File: src/rtl/ptc_pkg.sv
package ptc_pkg;

  // ==========================================================================
  // Channel organisation
  // ==========================================================================
  // Four served peripherals: three serial ports and one SPI.
  localparam int NUM_PERIPH = 4;
  // One receive and one transmit channel per peripheral.
  localparam int NUM_CHAN   = 2 * NUM_PERIPH;
  // Width of one transferred item.
  localparam int DATA_W     = 16;
  // Depth of the receive write buffer.
  localparam int FIFO_DEPTH = 4;

  // ==========================================================================
  // Peripheral windows
  // ==========================================================================
  // Lowest address of window 0, in the upper 3M bytes.
  localparam logic [31:0] PERIPH_BASE  = 32'hFFFC_0000;
  // Windows span 16K bytes, so the index starts at bit 14.
  localparam int          WINDOW_SHIFT = 14;
  // Offset width inside one window.
  localparam int          OFF_W        = 14;

  // ==========================================================================
  // Register offsets inside each peripheral window
  // ==========================================================================
  localparam logic [OFF_W-1:0] OFF_CTRL_SET = 14'h0000;
  localparam logic [OFF_W-1:0] OFF_CTRL_CLR = 14'h0004;
  localparam logic [OFF_W-1:0] OFF_CTRL_VAL = 14'h0008;
  localparam logic [OFF_W-1:0] OFF_STATUS   = 14'h000C;
  localparam logic [OFF_W-1:0] OFF_RX_PTR   = 14'h0030;
  localparam logic [OFF_W-1:0] OFF_RX_CNT   = 14'h0034;
  localparam logic [OFF_W-1:0] OFF_TX_PTR   = 14'h0038;
  localparam logic [OFF_W-1:0] OFF_TX_CNT   = 14'h003C;

  // ==========================================================================
  // Field positions and reset values
  // ==========================================================================
  localparam int          CTRL_W        = 2;
  localparam int          CTRL_RX_EN    = 0;
  localparam int          CTRL_TX_EN    = 1;
  localparam int          STAT_RX_END   = 0;
  localparam int          STAT_TX_END   = 1;
  localparam logic [1:0]  CTRL_RESET    = 2'h0;
  localparam logic [31:0] PTR_RESET     = 32'h0000_0000;
  localparam logic [15:0] CNT_RESET     = 16'h0000;
  // Pointer advance per item, in bytes.
  localparam logic [31:0] ITEM_STEP     = 32'h0000_0001;
  localparam logic [15:0] CNT_STEP      = 16'h0001;

  // ==========================================================================
  // Types
  // ==========================================================================
  // Memory port sequencer states.
  typedef enum logic [1:0] {
    ST_IDLE  = 2'b00,
    ST_WRITE = 2'b01,
    ST_READ  = 2'b10
  } ptc_state_t;

  // One command towards the system memory bus.
  typedef struct packed {
    logic              valid;
    logic              write;
    logic [31:0]       addr;
    logic [DATA_W-1:0] wdata;
  } ptc_mem_cmd_t;

  // One buffered receive item with its destination address.
  typedef struct packed {
    logic [31:0]       addr;
    logic [DATA_W-1:0] data;
  } ptc_wr_entry_t;

endpackage

File: src/rtl/ptc_core.sv
// Functional notes
// - Eight channels: one rx, one tx per peripheral.
// - Moves items to and from memory autonomously.
// - Each channel holds a 32-bit next-address pointer.
// - Each channel holds a 16-bit remaining-items count.
// - One programming covers up to 64k bytes.
// - Controller signals end of transfer to the peripheral when done.
// - Channel registers sit in owning peripheral's window.
// - Each peripheral decodes a 16K window, upper 3M.
// - Control register has set, clear, read addresses.
// - Alias ones change bits, zeros change nothing.
`timescale 1ns/1ps

// ============================================================================
// Eight-channel peripheral transfer controller
// ============================================================================
module ptc_core #(
  parameter int DATA_W     = ptc_pkg::DATA_W,
  parameter int FIFO_DEPTH = ptc_pkg::FIFO_DEPTH
) (
  input  wire logic                                   clk,
  input  wire logic                                   rst,
  input  wire logic                                   psel,
  input  wire logic                                   penable,
  input  wire logic                                   pwrite,
  input  wire logic [31:0]                            paddr,
  input  wire logic [31:0]                            pwdata,
  output logic [31:0]                                 prdata,
  output logic                                        pready,
  output logic                                        pslverr,
  input  wire logic [ptc_pkg::NUM_PERIPH-1:0]              rx_valid,
  input  wire logic [ptc_pkg::NUM_PERIPH-1:0][DATA_W-1:0]  rx_data,
  output logic [ptc_pkg::NUM_PERIPH-1:0]                   rx_ready,
  input  wire logic [ptc_pkg::NUM_PERIPH-1:0]              tx_ready,
  output logic [ptc_pkg::NUM_PERIPH-1:0]                   tx_valid,
  output logic [DATA_W-1:0]                                tx_data,
  output ptc_pkg::ptc_mem_cmd_t                            mem_cmd,
  input  wire logic                                        mem_ack,
  input  wire logic [DATA_W-1:0]                           mem_rdata,
  output logic [ptc_pkg::NUM_PERIPH-1:0]                   end_rx,
  output logic [ptc_pkg::NUM_PERIPH-1:0]                   end_tx
);

  localparam int NP = ptc_pkg::NUM_PERIPH;

  // ==========================================================================
  // State
  // ==========================================================================
  // Pointers and counts of all eight channels plus the sequencer state.
  typedef struct packed {
    logic [NP-1:0][31:0]       rx_ptr;    // Receive next address.
    logic [NP-1:0][15:0]       rx_cnt;    // Receive items left.
    logic [NP-1:0][31:0]       tx_ptr;    // Transmit next address.
    logic [NP-1:0][15:0]       tx_cnt;    // Transmit items left.
    ptc_pkg::ptc_state_t       state;     // Memory port sequencer.
    logic [1:0]                tx_chan;   // Transmit channel being read.
    logic [1:0]                rx_rr;     // Receive round-robin start.
    logic [1:0]                tx_rr;     // Transmit round-robin start.
    logic [31:0]               rdata;     // Captured read data.
    logic [NP-1:0]             tx_vld;    // Transmit item strobe.
    logic [DATA_W-1:0]         tx_dat;    // Transmit item data.
  } ptc_core_state_t;

  ptc_core_state_t s_q;  // Registered state.
  ptc_core_state_t s_d;  // Next state.

  // ==========================================================================
  // Register bus decode
  // ==========================================================================
  logic                         win_hit;     // Address lies in our windows.
  logic [1:0]                   win_idx;     // Which peripheral window.
  logic [ptc_pkg::OFF_W-1:0]    win_off;     // Offset inside the window.
  logic                         reg_ok;      // Offset names a register.
  logic                         wr_acc;      // Write access phase.
  logic [NP-1:0]                ctrl_set_we; // Set alias strobes.
  logic [NP-1:0]                ctrl_clr_we; // Clear alias strobes.
  logic [NP-1:0][ptc_pkg::CTRL_W-1:0] ctrl;  // Enable bits per peripheral.
  logic [31:0]                  rd_mux;      // Read data before capture.

  // Four 16K windows from the base in the upper 3M.
  assign win_hit = (paddr[31:16] == ptc_pkg::PERIPH_BASE[31:16]);
  assign win_idx = paddr[ptc_pkg::WINDOW_SHIFT+1:ptc_pkg::WINDOW_SHIFT];
  assign win_off = paddr[ptc_pkg::OFF_W-1:0];
  assign wr_acc  = psel & penable & pwrite & win_hit & reg_ok;

  // Only the listed offsets answer; anything else reports an error.
  always_comb
  begin
    case (win_off)
      ptc_pkg::OFF_CTRL_SET,
      ptc_pkg::OFF_CTRL_CLR,
      ptc_pkg::OFF_CTRL_VAL,
      ptc_pkg::OFF_STATUS,
      ptc_pkg::OFF_RX_PTR,
      ptc_pkg::OFF_RX_CNT,
      ptc_pkg::OFF_TX_PTR,
      ptc_pkg::OFF_TX_CNT: reg_ok = 1'b1;
      default:             reg_ok = 1'b0;
    endcase
  end

  // Transfers complete in one access phase; errors only in that phase.
  assign pready  = 1'b1;
  assign pslverr = psel & penable & ~(win_hit & reg_ok);
  assign prdata  = s_q.rdata;

  // ==========================================================================
  // Per-peripheral control registers with set and clear aliases
  // ==========================================================================
  for (genvar p = 0; p < NP; p++)
  begin : g_ctrl
    // Each window owns its enable register behind two write aliases.
    assign ctrl_set_we[p] = wr_acc && (win_idx == 2'(p))
                            && (win_off == ptc_pkg::OFF_CTRL_SET);
    assign ctrl_clr_we[p] = wr_acc && (win_idx == 2'(p))
                            && (win_off == ptc_pkg::OFF_CTRL_CLR);

    ptc_alias_reg #(
      .W     (ptc_pkg::CTRL_W),
      .RESET (ptc_pkg::CTRL_RESET)
    ) u_ctrl (
      .clk    (clk),
      .rst    (rst),
      .set_we (ctrl_set_we[p]),
      .clr_we (ctrl_clr_we[p]),
      .wbits  (pwdata[ptc_pkg::CTRL_W-1:0]),
      .value  (ctrl[p])
    );

    // End of transfer is shown while an enabled channel has nothing left.
    assign end_rx[p] = ctrl[p][ptc_pkg::CTRL_RX_EN]
                       & (s_q.rx_cnt[p] == ptc_pkg::CNT_RESET);
    assign end_tx[p] = ctrl[p][ptc_pkg::CTRL_TX_EN]
                       & (s_q.tx_cnt[p] == ptc_pkg::CNT_RESET);
  end

  // Read multiplexer: the aliases read as zero, the value address reads back.
  always_comb
  begin
    rd_mux = 32'h0000_0000;
    case (win_off)
      ptc_pkg::OFF_CTRL_VAL: rd_mux[ptc_pkg::CTRL_W-1:0] = ctrl[win_idx];
      ptc_pkg::OFF_STATUS:
      begin
        rd_mux[ptc_pkg::STAT_RX_END] = end_rx[win_idx];
        rd_mux[ptc_pkg::STAT_TX_END] = end_tx[win_idx];
      end
      ptc_pkg::OFF_RX_PTR:   rd_mux = s_q.rx_ptr[win_idx];
      ptc_pkg::OFF_RX_CNT:   rd_mux[15:0] = s_q.rx_cnt[win_idx];
      ptc_pkg::OFF_TX_PTR:   rd_mux = s_q.tx_ptr[win_idx];
      ptc_pkg::OFF_TX_CNT:   rd_mux[15:0] = s_q.tx_cnt[win_idx];
      default:               rd_mux = 32'h0000_0000;
    endcase
  end

  // ==========================================================================
  // Receive selection and write buffer
  // ==========================================================================
  logic                   rx_found;  // Some receive channel may push.
  logic [1:0]             rx_pick;   // Chosen receive channel.
  logic [1:0]             rx_idx;    // Candidate under inspection.
  ptc_pkg::ptc_wr_entry_t fifo_in;   // Item plus destination address.
  ptc_pkg::ptc_wr_entry_t fifo_out;  // Head of the write buffer.
  logic                   fifo_in_ready;  // Buffer has room.
  logic                   fifo_out_valid; // Buffer holds an item.
  logic                   fifo_pop;       // Memory accepted the head.
  logic                   rx_push;        // Item taken from a peripheral.

  // Round-robin search for an enabled receive channel with items left.
  always_comb
  begin
    rx_found = 1'b0;
    rx_pick  = 2'b00;
    rx_idx   = 2'b00;
    for (int k = 0; k < NP; k++)
    begin
      rx_idx = s_q.rx_rr + 2'(k);
      if (!rx_found && rx_valid[rx_idx] && ctrl[rx_idx][ptc_pkg::CTRL_RX_EN]
          && (s_q.rx_cnt[rx_idx] != ptc_pkg::CNT_RESET))
      begin
        rx_found = 1'b1;
        rx_pick  = rx_idx;
      end
    end
  end

  // An item is taken only while the buffer has room.
  always_comb
  begin
    rx_ready = '0;
    rx_ready[rx_pick] = rx_found & fifo_in_ready;
  end

  assign rx_push       = rx_found & fifo_in_ready;
  assign fifo_in.addr  = s_q.rx_ptr[rx_pick];
  assign fifo_in.data  = rx_data[rx_pick];
  assign fifo_pop      = (s_q.state == ptc_pkg::ST_WRITE) & mem_ack;

  ptc_fifo #(
    .WIDTH ($bits(ptc_pkg::ptc_wr_entry_t)),
    .DEPTH (FIFO_DEPTH)
  ) u_fifo (
    .clk       (clk),
    .rst       (rst),
    .in_valid  (rx_found),
    .in_ready  (fifo_in_ready),
    .in_data   (fifo_in),
    .out_valid (fifo_out_valid),
    .out_ready (fifo_pop),
    .out_data  (fifo_out)
  );

  // ==========================================================================
  // Transmit selection
  // ==========================================================================
  logic       tx_found;  // Some transmit channel may fetch.
  logic [1:0] tx_pick;   // Chosen transmit channel.
  logic [1:0] tx_idx;    // Candidate under inspection.

  // Round-robin search for a wanted, enabled transmit channel.
  always_comb
  begin
    tx_found = 1'b0;
    tx_pick  = 2'b00;
    tx_idx   = 2'b00;
    for (int k = 0; k < NP; k++)
    begin
      tx_idx = s_q.tx_rr + 2'(k);
      if (!tx_found && tx_ready[tx_idx] && ctrl[tx_idx][ptc_pkg::CTRL_TX_EN]
          && (s_q.tx_cnt[tx_idx] != ptc_pkg::CNT_RESET))
      begin
        tx_found = 1'b1;
        tx_pick  = tx_idx;
      end
    end
  end

  // ==========================================================================
  // Memory command
  // ==========================================================================
  // Writes drain the buffer head; reads use the latched transmit pointer.
  always_comb
  begin
    mem_cmd       = '0;
    mem_cmd.valid = (s_q.state != ptc_pkg::ST_IDLE);
    mem_cmd.write = (s_q.state == ptc_pkg::ST_WRITE);
    if (s_q.state == ptc_pkg::ST_WRITE)
    begin
      mem_cmd.addr  = fifo_out.addr;
      mem_cmd.wdata = fifo_out.data;
    end
    else
    begin
      mem_cmd.addr  = s_q.tx_ptr[s_q.tx_chan];
    end
  end

  assign tx_valid = s_q.tx_vld;
  assign tx_data  = s_q.tx_dat;

  // ==========================================================================
  // Next-state logic
  // ==========================================================================
  // Hardware advances come first, so a software write in the same
  // cycle to the same register wins.
  always_comb
  begin
    s_d        = s_q;
    s_d.tx_vld = '0;

    // Capture read data during the setup phase for the access phase.
    if (psel && !penable)
    begin
      s_d.rdata = rd_mux;
    end

    // A receive item enters the buffer with its address fixed now.
    if (rx_push)
    begin
      s_d.rx_ptr[rx_pick] = s_q.rx_ptr[rx_pick] + ptc_pkg::ITEM_STEP;
      s_d.rx_cnt[rx_pick] = s_q.rx_cnt[rx_pick] - ptc_pkg::CNT_STEP;
      s_d.rx_rr           = rx_pick + 2'b01;
    end

    // Sequencer for the single memory port; buffered writes go first.
    case (s_q.state)
      ptc_pkg::ST_IDLE:
      begin
        if (fifo_out_valid)
        begin
          s_d.state = ptc_pkg::ST_WRITE;
        end
        else if (tx_found)
        begin
          s_d.state   = ptc_pkg::ST_READ;
          s_d.tx_chan = tx_pick;
          s_d.tx_rr   = tx_pick + 2'b01;
        end
      end
      ptc_pkg::ST_WRITE:
      begin
        // The buffer head pops on the acknowledge.
        if (mem_ack)
          s_d.state = ptc_pkg::ST_IDLE;
      end
      ptc_pkg::ST_READ:
      begin
        // The fetched item goes out as a one-cycle strobe to its peripheral.
        if (mem_ack)
        begin
          s_d.state              = ptc_pkg::ST_IDLE;
          s_d.tx_dat             = mem_rdata;
          s_d.tx_vld[s_q.tx_chan] = 1'b1;
          s_d.tx_ptr[s_q.tx_chan] = s_q.tx_ptr[s_q.tx_chan]
                                   + ptc_pkg::ITEM_STEP;
          s_d.tx_cnt[s_q.tx_chan] = s_q.tx_cnt[s_q.tx_chan]
                                   - ptc_pkg::CNT_STEP;
        end
      end
      default: s_d.state = ptc_pkg::ST_IDLE;
    endcase

    // Software writes to pointer and count, decoded inside each window.
    if (wr_acc)
    begin
      case (win_off)
        ptc_pkg::OFF_RX_PTR: s_d.rx_ptr[win_idx] = pwdata;
        ptc_pkg::OFF_RX_CNT: s_d.rx_cnt[win_idx] = pwdata[15:0];
        ptc_pkg::OFF_TX_PTR: s_d.tx_ptr[win_idx] = pwdata;
        ptc_pkg::OFF_TX_CNT: s_d.tx_cnt[win_idx] = pwdata[15:0];
        default: s_d.rdata = s_d.rdata;
      endcase
    end
  end

  // ==========================================================================
  // State register
  // ==========================================================================
  // Reset clears pointers, counts and the sequencer.
  always_ff @(posedge clk)
  begin
    if (rst)
      s_q <= '0;
    else
      s_q <= s_d;
  end

endmodule // ptc_core

File: src/rtl/ptc_fifo.sv
`timescale 1ns/1ps

// ============================================================================
// Small synchronous FIFO with valid/ready on both sides
// ============================================================================
module ptc_fifo #(
  parameter int WIDTH = 48,
  parameter int DEPTH = 4
) (
  input  wire logic             clk,
  input  wire logic             rst,
  input  wire logic             in_valid,
  output logic                  in_ready,
  input  wire logic [WIDTH-1:0] in_data,
  output logic                  out_valid,
  input  wire logic             out_ready,
  output logic [WIDTH-1:0]      out_data
);

  localparam int AW = (DEPTH > 1) ? $clog2(DEPTH) : 1;
  localparam int CW = $clog2(DEPTH + 1);

  // All storage and pointers of the FIFO.
  typedef struct packed {
    logic [DEPTH-1:0][WIDTH-1:0] mem;
    logic [AW-1:0]               wr;
    logic [AW-1:0]               rd;
    logic [CW-1:0]               count;
  } ptc_fifo_state_t;

  ptc_fifo_state_t s_q;   // Registered state.
  ptc_fifo_state_t s_d;   // Next state.
  logic            push;  // Entry accepted this cycle.
  logic            pop;   // Entry removed this cycle.

  // Full and empty come straight from the occupancy count.
  assign in_ready  = (s_q.count != CW'(DEPTH));
  assign out_valid = (s_q.count != '0);
  assign out_data  = s_q.mem[s_q.rd];
  assign push      = in_valid & in_ready;
  assign pop       = out_valid & out_ready;

  // Next-state logic: write at the tail, read at the head, wrap at DEPTH.
  always_comb
  begin
    s_d = s_q;
    if (push)
    begin
      s_d.mem[s_q.wr] = in_data;
      s_d.wr          = (s_q.wr == AW'(DEPTH - 1)) ? '0 : s_q.wr + AW'(1);
    end
    if (pop)
    begin
      s_d.rd = (s_q.rd == AW'(DEPTH - 1)) ? '0 : s_q.rd + AW'(1);
    end
    if (push && !pop)
    begin
      s_d.count = s_q.count + CW'(1);
    end
    else if (pop && !push)
    begin
      s_d.count = s_q.count - CW'(1);
    end
  end

  // State register with synchronous reset to empty.
  always_ff @(posedge clk)
  begin
    if (rst)
      s_q <= '0;
    else
      s_q <= s_d;
  end

endmodule // ptc_fifo

File: src/rtl/ptc_alias_reg.sv
`timescale 1ns/1ps

// ============================================================================
// Register reached through separate set and clear addresses
// ============================================================================
module ptc_alias_reg #(
  parameter int             W     = 2,
  parameter logic [W-1:0]   RESET = '0
) (
  input  wire logic         clk,
  input  wire logic         rst,
  input  wire logic         set_we,
  input  wire logic         clr_we,
  input  wire logic [W-1:0] wbits,
  output logic [W-1:0]      value
);

  // The whole state is the stored bit vector.
  typedef struct packed {
    logic [W-1:0] bits;
  } ptc_alias_state_t;

  ptc_alias_state_t s_q;  // Registered state.
  ptc_alias_state_t s_d;  // Next state.

  assign value = s_q.bits;

  // Ones set or clear their bit positions, zeros leave them alone.
  always_comb
  begin
    s_d = s_q;
    if (set_we)
    begin
      s_d.bits = s_q.bits | wbits;
    end
    else if (clr_we)
    begin
      s_d.bits = s_q.bits & ~wbits;
    end
  end

  // State register with synchronous reset.
  always_ff @(posedge clk)
  begin
    if (rst)
      s_q.bits <= RESET;
    else
      s_q <= s_d;
  end

endmodule // ptc_alias_reg

File: config.mk
export PLATFORM = sky130hd
export DESIGN_NAME = ptc_core
export DESIGN_NICKNAME = d
export VERILOG_FILES = /design/src/rtl/ptc_pkg.sv /design/src/rtl/ptc_core.sv /design/src/rtl/ptc_fifo.sv /design/src/rtl/ptc_alias_reg.sv
export SDC_FILE = /design/constraint.sdc
export NUM_CORES = 2
export LEC_CHECK = 0
export BUFFER_PORTS_ARGS = -buffer_cell sky130_fd_sc_hd__buf_2
export CAP_MARGIN = 20
export CORE_ASPECT_RATIO = 0.75
export CORE_MARGIN = 5
export CORE_UTILIZATION = 55
export CTS_CLUSTER_DIAMETER = 80
export DETAILED_ROUTE_END_ITERATION = 6
export PLACE_DENSITY_LB_ADDON = 0.05
export SYNTH_ARGS = -nofsm -noshare
export SYNTH_HDL_FRONTEND = slang
export SYNTH_SLANG_ARGS = --single-unit
File: constraint.sdc
create_clock -name clk -period 14.1 [get_ports clk]
set_input_delay 4.23 -clock clk [delete_from_list [all_inputs] [get_ports clk]]
set_output_delay 4.23 -clock clk [all_outputs]
set_load 0.05 [all_outputs]
# After elaboration in Yosys (flattened, before gate mapping)
# Cells that the tools add are included.
# word_totals
register_bits	651
input_bits	158
output_inout_bits	116
wordCells	345
# op_classes
addsub	16
n_lt_le_gt_ge	17
eq_ne	19
muxes	147
n_bitwise	31
n_reduce_logical	81
# op_table
op	count
$bwmux W128	4
$bmux W16 S2	13
$mux W192	2
$mux W384	1
$mux W16	17
$bmux W32 S2	4
$bwmux W64	4
$mux W128	2
$mux W32	8
$mux W194	1
$bwmux W192	1
$demux W32 S2	3
$logic_not A16 Y1	8
$mux W64	2
$reduce_bool A16 Y1	8
$bmux W48 S2	1
$demux W16 S2	3
$demux W48 S2	1
$mux W48	2
$add A32 B1 Y32 const B	2
$eq A14 B6 Y1 const B	4
$pmux W14 S4	1
$mux W2	25
$logic_and A1 B1 Y1	41
40 further kinds	153

# Longest topological paths before layout
# depth
ltp_word	29
ltp_mapped	24
ltp_nobuf	18

# Cells and area by module
# From an unflattened synthesis, not the netlist that was laid out.
# unflattened
cells_unflattened	4688
hier_area_um2	39113.8
# modules_own_cells
module	instances	cells_each	area_per_inst_um2	seq_area_each_um2
ptc_core	1	3878	29637.2	8888.5
ptc_fifo	1	778	9166.3	3983.8
ptc_alias_reg	4	8	77.6	40.0

# Worst setup path after synthesis
# No wires, ideal clock.
# synth_timing
kind	input port to output port
startpoint	input rx_valid[1] (netlist bit)
endpoint	output rx_ready[2] (netlist bit)
arrival_time_ns	7.506
required_time_ns	9.870
path_slack_ns	2.364
stages	16
n_path_buf	6
cell_sequence	nand2_1 mux2_2 or2_1 o21ai_0 mux2_2 nand2_2 inv_2 buf_8 buf_6 buf_2 clkbuf_1 clkbuf_1 ha_1 nand2_1 inv_1 buf_1
# synth_via
elab_chain_len	25
word_cells_on_any_way	37
cone_classes	2 x order compare; 18 x mux; 2 x bitwise; 15 x reduce/logical
# synth_lines
item	line	text
start, declared	ptc_core.sv:31	input wire logic [ptc_pkg::NUM_PERIPH-1:0] rx_valid,
$bmux W1 S2	ptc_core.sv:178	if (!rx_found && rx_valid[rx_idx] && ctrl[rx_idx][ptc_pkg::CTRL_RX_EN]
$mux W1 (not written as such)	ptc_core.sv:178	
$logic_and A1 B1 Y1	ptc_core.sv:178	
$logic_and A1 B1 Y1	ptc_core.sv:179	&& (s_q.rx_cnt[rx_idx] != ptc_pkg::CNT_RESET))
$mux W1	ptc_core.sv:178	
$logic_not A1 Y1	ptc_core.sv:178	
$logic_and A1 B1 Y1 (2 in a row)	ptc_core.sv:178	
$logic_and A1 B1 Y1	ptc_core.sv:179	
[... 7 more ...]	-	
$logic_and A1 B1 Y1 (2 in a row)	ptc_core.sv:178	
$logic_and A1 B1 Y1	ptc_core.sv:179	
$mux W2	ptc_core.sv:178	
$lt A2 B3 Y1 (not written as such) / $ge A2 B1 Y1 (equally long branches)	ptc_core.sv:191	rx_ready[rx_pick] = rx_found & fifo_in_ready;
$logic_and A1 B1 Y1 (not written as such)	ptc_core.sv:191	
$mux W1 (not written as such)	ptc_core.sv:191	
$demux W1 S2	ptc_core.sv:191	
$and A4 B4 Y4 (no source line) *	-	
end, declared	ptc_core.sv:33	output logic [ptc_pkg::NUM_PERIPH-1:0] rx_ready,
# Mark *: on every way between the ends. The rest lies on a longest branch, timed or not. The select of a mux whose other input is x is not followed.

# Worst setup path in the final report
# layout_timing
startpoint	input rx_valid[3] (netlist bit)
endpoint	output rx_ready[2] (netlist bit)
# Same word-level chain as after synthesis.

==> flow_summary.toml <==
[routing]
drt-vias-per-instance = 6.38
first_pass_iters = 6
vias = 35600
wl_um = 133000
drt-initial-drc-count = 4737
wl_per_cell_um = 23.8
drcViolationCount = 0
ant_nets = 0

[worst_setup_path]
start_kind = "primary input"
cp_max_fo = 44
path_class = "primary input to output pin"
arrival_ns = 7.21
r2r_slack_ns = 7.00
required_ns = 9.87
end_kind = "output pin"

[global_routing]
antenna_found_initial = 3
grt_pass1_wl_um = 201000
track_usage_pct = 35.1
grt_pass1_vias = 32400
grt_max_degree = 208
grt_overflow = 0

[yosys]
synth.avg_cell_area_um2 = 7.90
synth_edf_count = 0
syn_area_um2 = 37100
netlist-cell-type-count = 88
ys.flop_type = "dfxtp_1"
syn_nets = 4872
synthCells = 4699
synth.ff_latch_count = 651
yosysWarnings = 0
synth_seq_area_share_pct = 35.1
async_flop_share_pct = 0

[die]
rows = 82
die_x_um = 310
core_um2 = 66800
num_io_pins = 274
die-area_um2 = 72800
start_util_pct = 55.6
dieHeight_um = 235

[clocking]
root_buffer = "clkbuf_16"
cts_max_level = 3
cts.reportedPaths.clkPinSlew_ns = 0.06
numCtsBuffers = 70
holdBufCountCts = 0
cts-resized-gates = 0
cts_setup_buffers = 0
cts.sinks = 651
clock_latency_ns = 0.64
cts_tree = "done"
clockBufferDepth = 3

[pwr]
ir_drop_mv = 0.0744
power_switching_share_pct = 23.4
p_int_w = 0.00304
combPwrFrac_pct = 4.0
p_clk_share_pct = 49.5
p_leak_nw = 14.5
p_sw_w = 0.000929
p_per_area_nw_per_um2 = 97.6
seqPwrFrac_pct = 46.5

[hold_path]
hp-class = "flip-flop to flip-flop"

[place]
place_congestion = 0.957
place_area_um2 = 38200
dp_hpwl_um = 84600
io_buffers = 272

[final_layout]
fill_cells = 6104
final_cell_area_um2 = 40600
fin_nets = 4814
seqCellArea_um2 = 13000
multi_input_area_um2 = 21900
drive_gt1_share_pct = 16.2
syn_to_final_growth_pct = 9.53

[sta]
setup_viol = 0
slew_headroom_pct = 24.9
tightest_slew_ns = 1.13
timing.final.hold_violations = 0
period_minus_slack_ns = 11.44
rsz0062_at_grt = "false"
fin_skew_ns = 0.0240
setup_tns_ns = 0
post-route-period-util_pct = 81.1
final_max_slew_viol_count = 0
fmax_mhz = 87.4

[flow_run]
drv_cap = 0

[run_status]
outcome = "complete, no violations"
-- kinds of logic (layout without fill, tap and decap cells) --
| kind of cell | count (synthesis) | in the layout | share of synthesized area [%] |
|---|---|---|---|
| AO/OA/AOI/OAI | 1088 | 1088 | 17.4 |
| XOR/XNOR | 89 | 89 | 2.10 |
| adder cells (fa/ha/maj) | 15 | 15 | 0.526 |
| buffers and inverters | 518 | 516 | 6.10 |
| flip-flops | 651 | 651 | 35.1 |
| multiplexers | 316 | 316 | 15.6 |
| other | 1 | 3 | 0.0101 |
| AND/OR/NAND/NOR | 2021 | 2021 | 23.1 |
-- cell usage in the layout (no fill, tap or decap), types with 14 or more instances in the layout --
master	netlist	routed
nor2_1	864	851
nand2_1	732	728
dfxtp_1	651	647
a21oi_1	563	563
buf_2	20	269
a211oi_1	218	218
mux4_2	206	206
nand3_1	167	167
o21ai_0	96	96
a31oi_1	87	87
mux2i_1	85	85
clkbuf_16	0	75
buf_4	59	73
nor3_1	54	52
xnor2_1	50	50
xor2_1	39	39
inv_1	36	35
nand4_1	32	32
nor4_1	30	30
and2_1	31	30
and3_1	25	24
mux2_2	22	22
a22oi_1	21	21
a21o_1	20	20
a221oi_1	17	17
or3_1	16	16
ha_1	14	14
-- state kept, by name (all words and copies together) (netlist names), named ones only --
register and count:
s_q 392, u_fifo.s_q 199, tx_valid 4, tx_data 16, prdata 32
-- metrics by stage --
step / instances / power, W / hold slack (ns) / utilization, % / setup slack [ns]
after floorplan: 4699 / 0.00198 / 0.432 / - / 2.36
after global placement: 5447 / 0.00204 / 0.439 / 57.1 / 2.80
after detailed placement: 5448 / 0.00204 / 0.443 / 57.1 / 2.72
after CTS: 5576 / 0.00398 / 0.451 / 60.8 / 2.70
after global routing: 5580 / 0.00407 / 0.468 / 60.8 / 2.50
final: 5581 / 0.00397 / 0.448 / 60.8 / 2.66
-- worst max-delay path, cell delays in order --
cell and delay, ns:
buf_2 0.09, nand2_1 0.06, a41oi_1 0.32, a22o_1 0.27
a221o_1 0.16, o21a_1 0.47, nand2_4 0.46, inv_4 0.48
ha_1 0.23, nand2_1 0.07, clkinv_1 0.09, buf_2 0.26
-- power by group through the flow --
stage	logic (W)	registers (W)	clock network (W)
after detailed placement	0.000156	0.00188	0
after global routing	0.000167	0.00184	0.00206
after CTS	0.000156	0.00184	0.00198
after global placement	0.000156	0.00188	0
after floorplan	0.0000975	0.00188	0
final	0.000160	0.00184	0.00196
-- final cells by class --
| cell class | instances | share of cell area [%] |
|---|---|---|
| sequential | 651 | 32.1 |
| multi-input combinational | 3530 | 53.9 |
| clock inverter | 28 | 0.804 |
| tap | 882 | 2.72 |
| timing repair buffer | 348 | 4.90 |
| inverter | 40 | 0.376 |
| antenna | 2 | 0.0123 |
| clock buffer | 100 | 5.17 |
-- worst paths after layout --
kind / from / depth (start not counted) / to
worst max-delay path: rx_valid[3] / 12 / rx_ready[2]
worst min register to register: tx_data[3]$_SDFFE_PP0P_ / 2 / tx_data[3]$_SDFFE_PP0P_
worst max register to register: s_q[257]$_SDFF_PP0_ / 17 / s_q[442]$_SDFF_PP0_
worst min-delay path: tx_data[3]$_SDFFE_PP0P_ / 2 / tx_data[3]$_SDFFE_PP0P_
-- per-layer routing --
| layer | up-vias | track usage [%] | share of wire (%) |
|---|---|---|---|
| met4 | 4 | 16.0 | 5.3 |
| met3 | 301 | 8.28 | 12 |
| met5 | - | 0 | 0.018 |
| li1 | 16400 | - | - |
| met1 | 16900 | 50.4 | 41 |
| met2 | 2046 | 50.3 | 42 |
-- synth_stat cells, types with 3 or more instances --
library cell	instances	area (um^2)
nor2_1	864	3240
nand2_1	732	2750
dfxtp_1	651	13000
a21oi_1	563	2820
clkbuf_1	360	1350
a211oi_1	218	1640
mux4_2	206	4640
nand3_1	167	836
o21ai_0	96	480
a31oi_1	87	544
mux2i_1	85	851
buf_4	59	443
nor3_1	54	270
xnor2_1	50	438
xor2_1	39	342
inv_1	36	135
buf_1	32	120
nand4_1	32	200
and2_1	31	194
nor4_1	30	188
and3_1	25	156
mux2_2	22	248
a22oi_1	21	158
a21o_1	20	150
buf_2	20	100
a221oi_1	17	149
or3_1	16	100
ha_1	14	175
o211ai_1	11	82.6
o22ai_1	10	62.6
nor4_2	9	113
nor2b_1	7	43.8
o21ai_1	7	35.0
or2_2	7	43.8
nand2b_1	6	37.5
nand3b_1	6	45.0
o41ai_1	6	52.6
and4_1	5	43.8
and2_0	4	25.0
nand4b_1	4	35.0
o311ai_1	4	35.0
and3b_1	3	26.3
mux2i_2	3	41.3
nor4_4	3	63.8
Power figures use the tool's default switching activity.
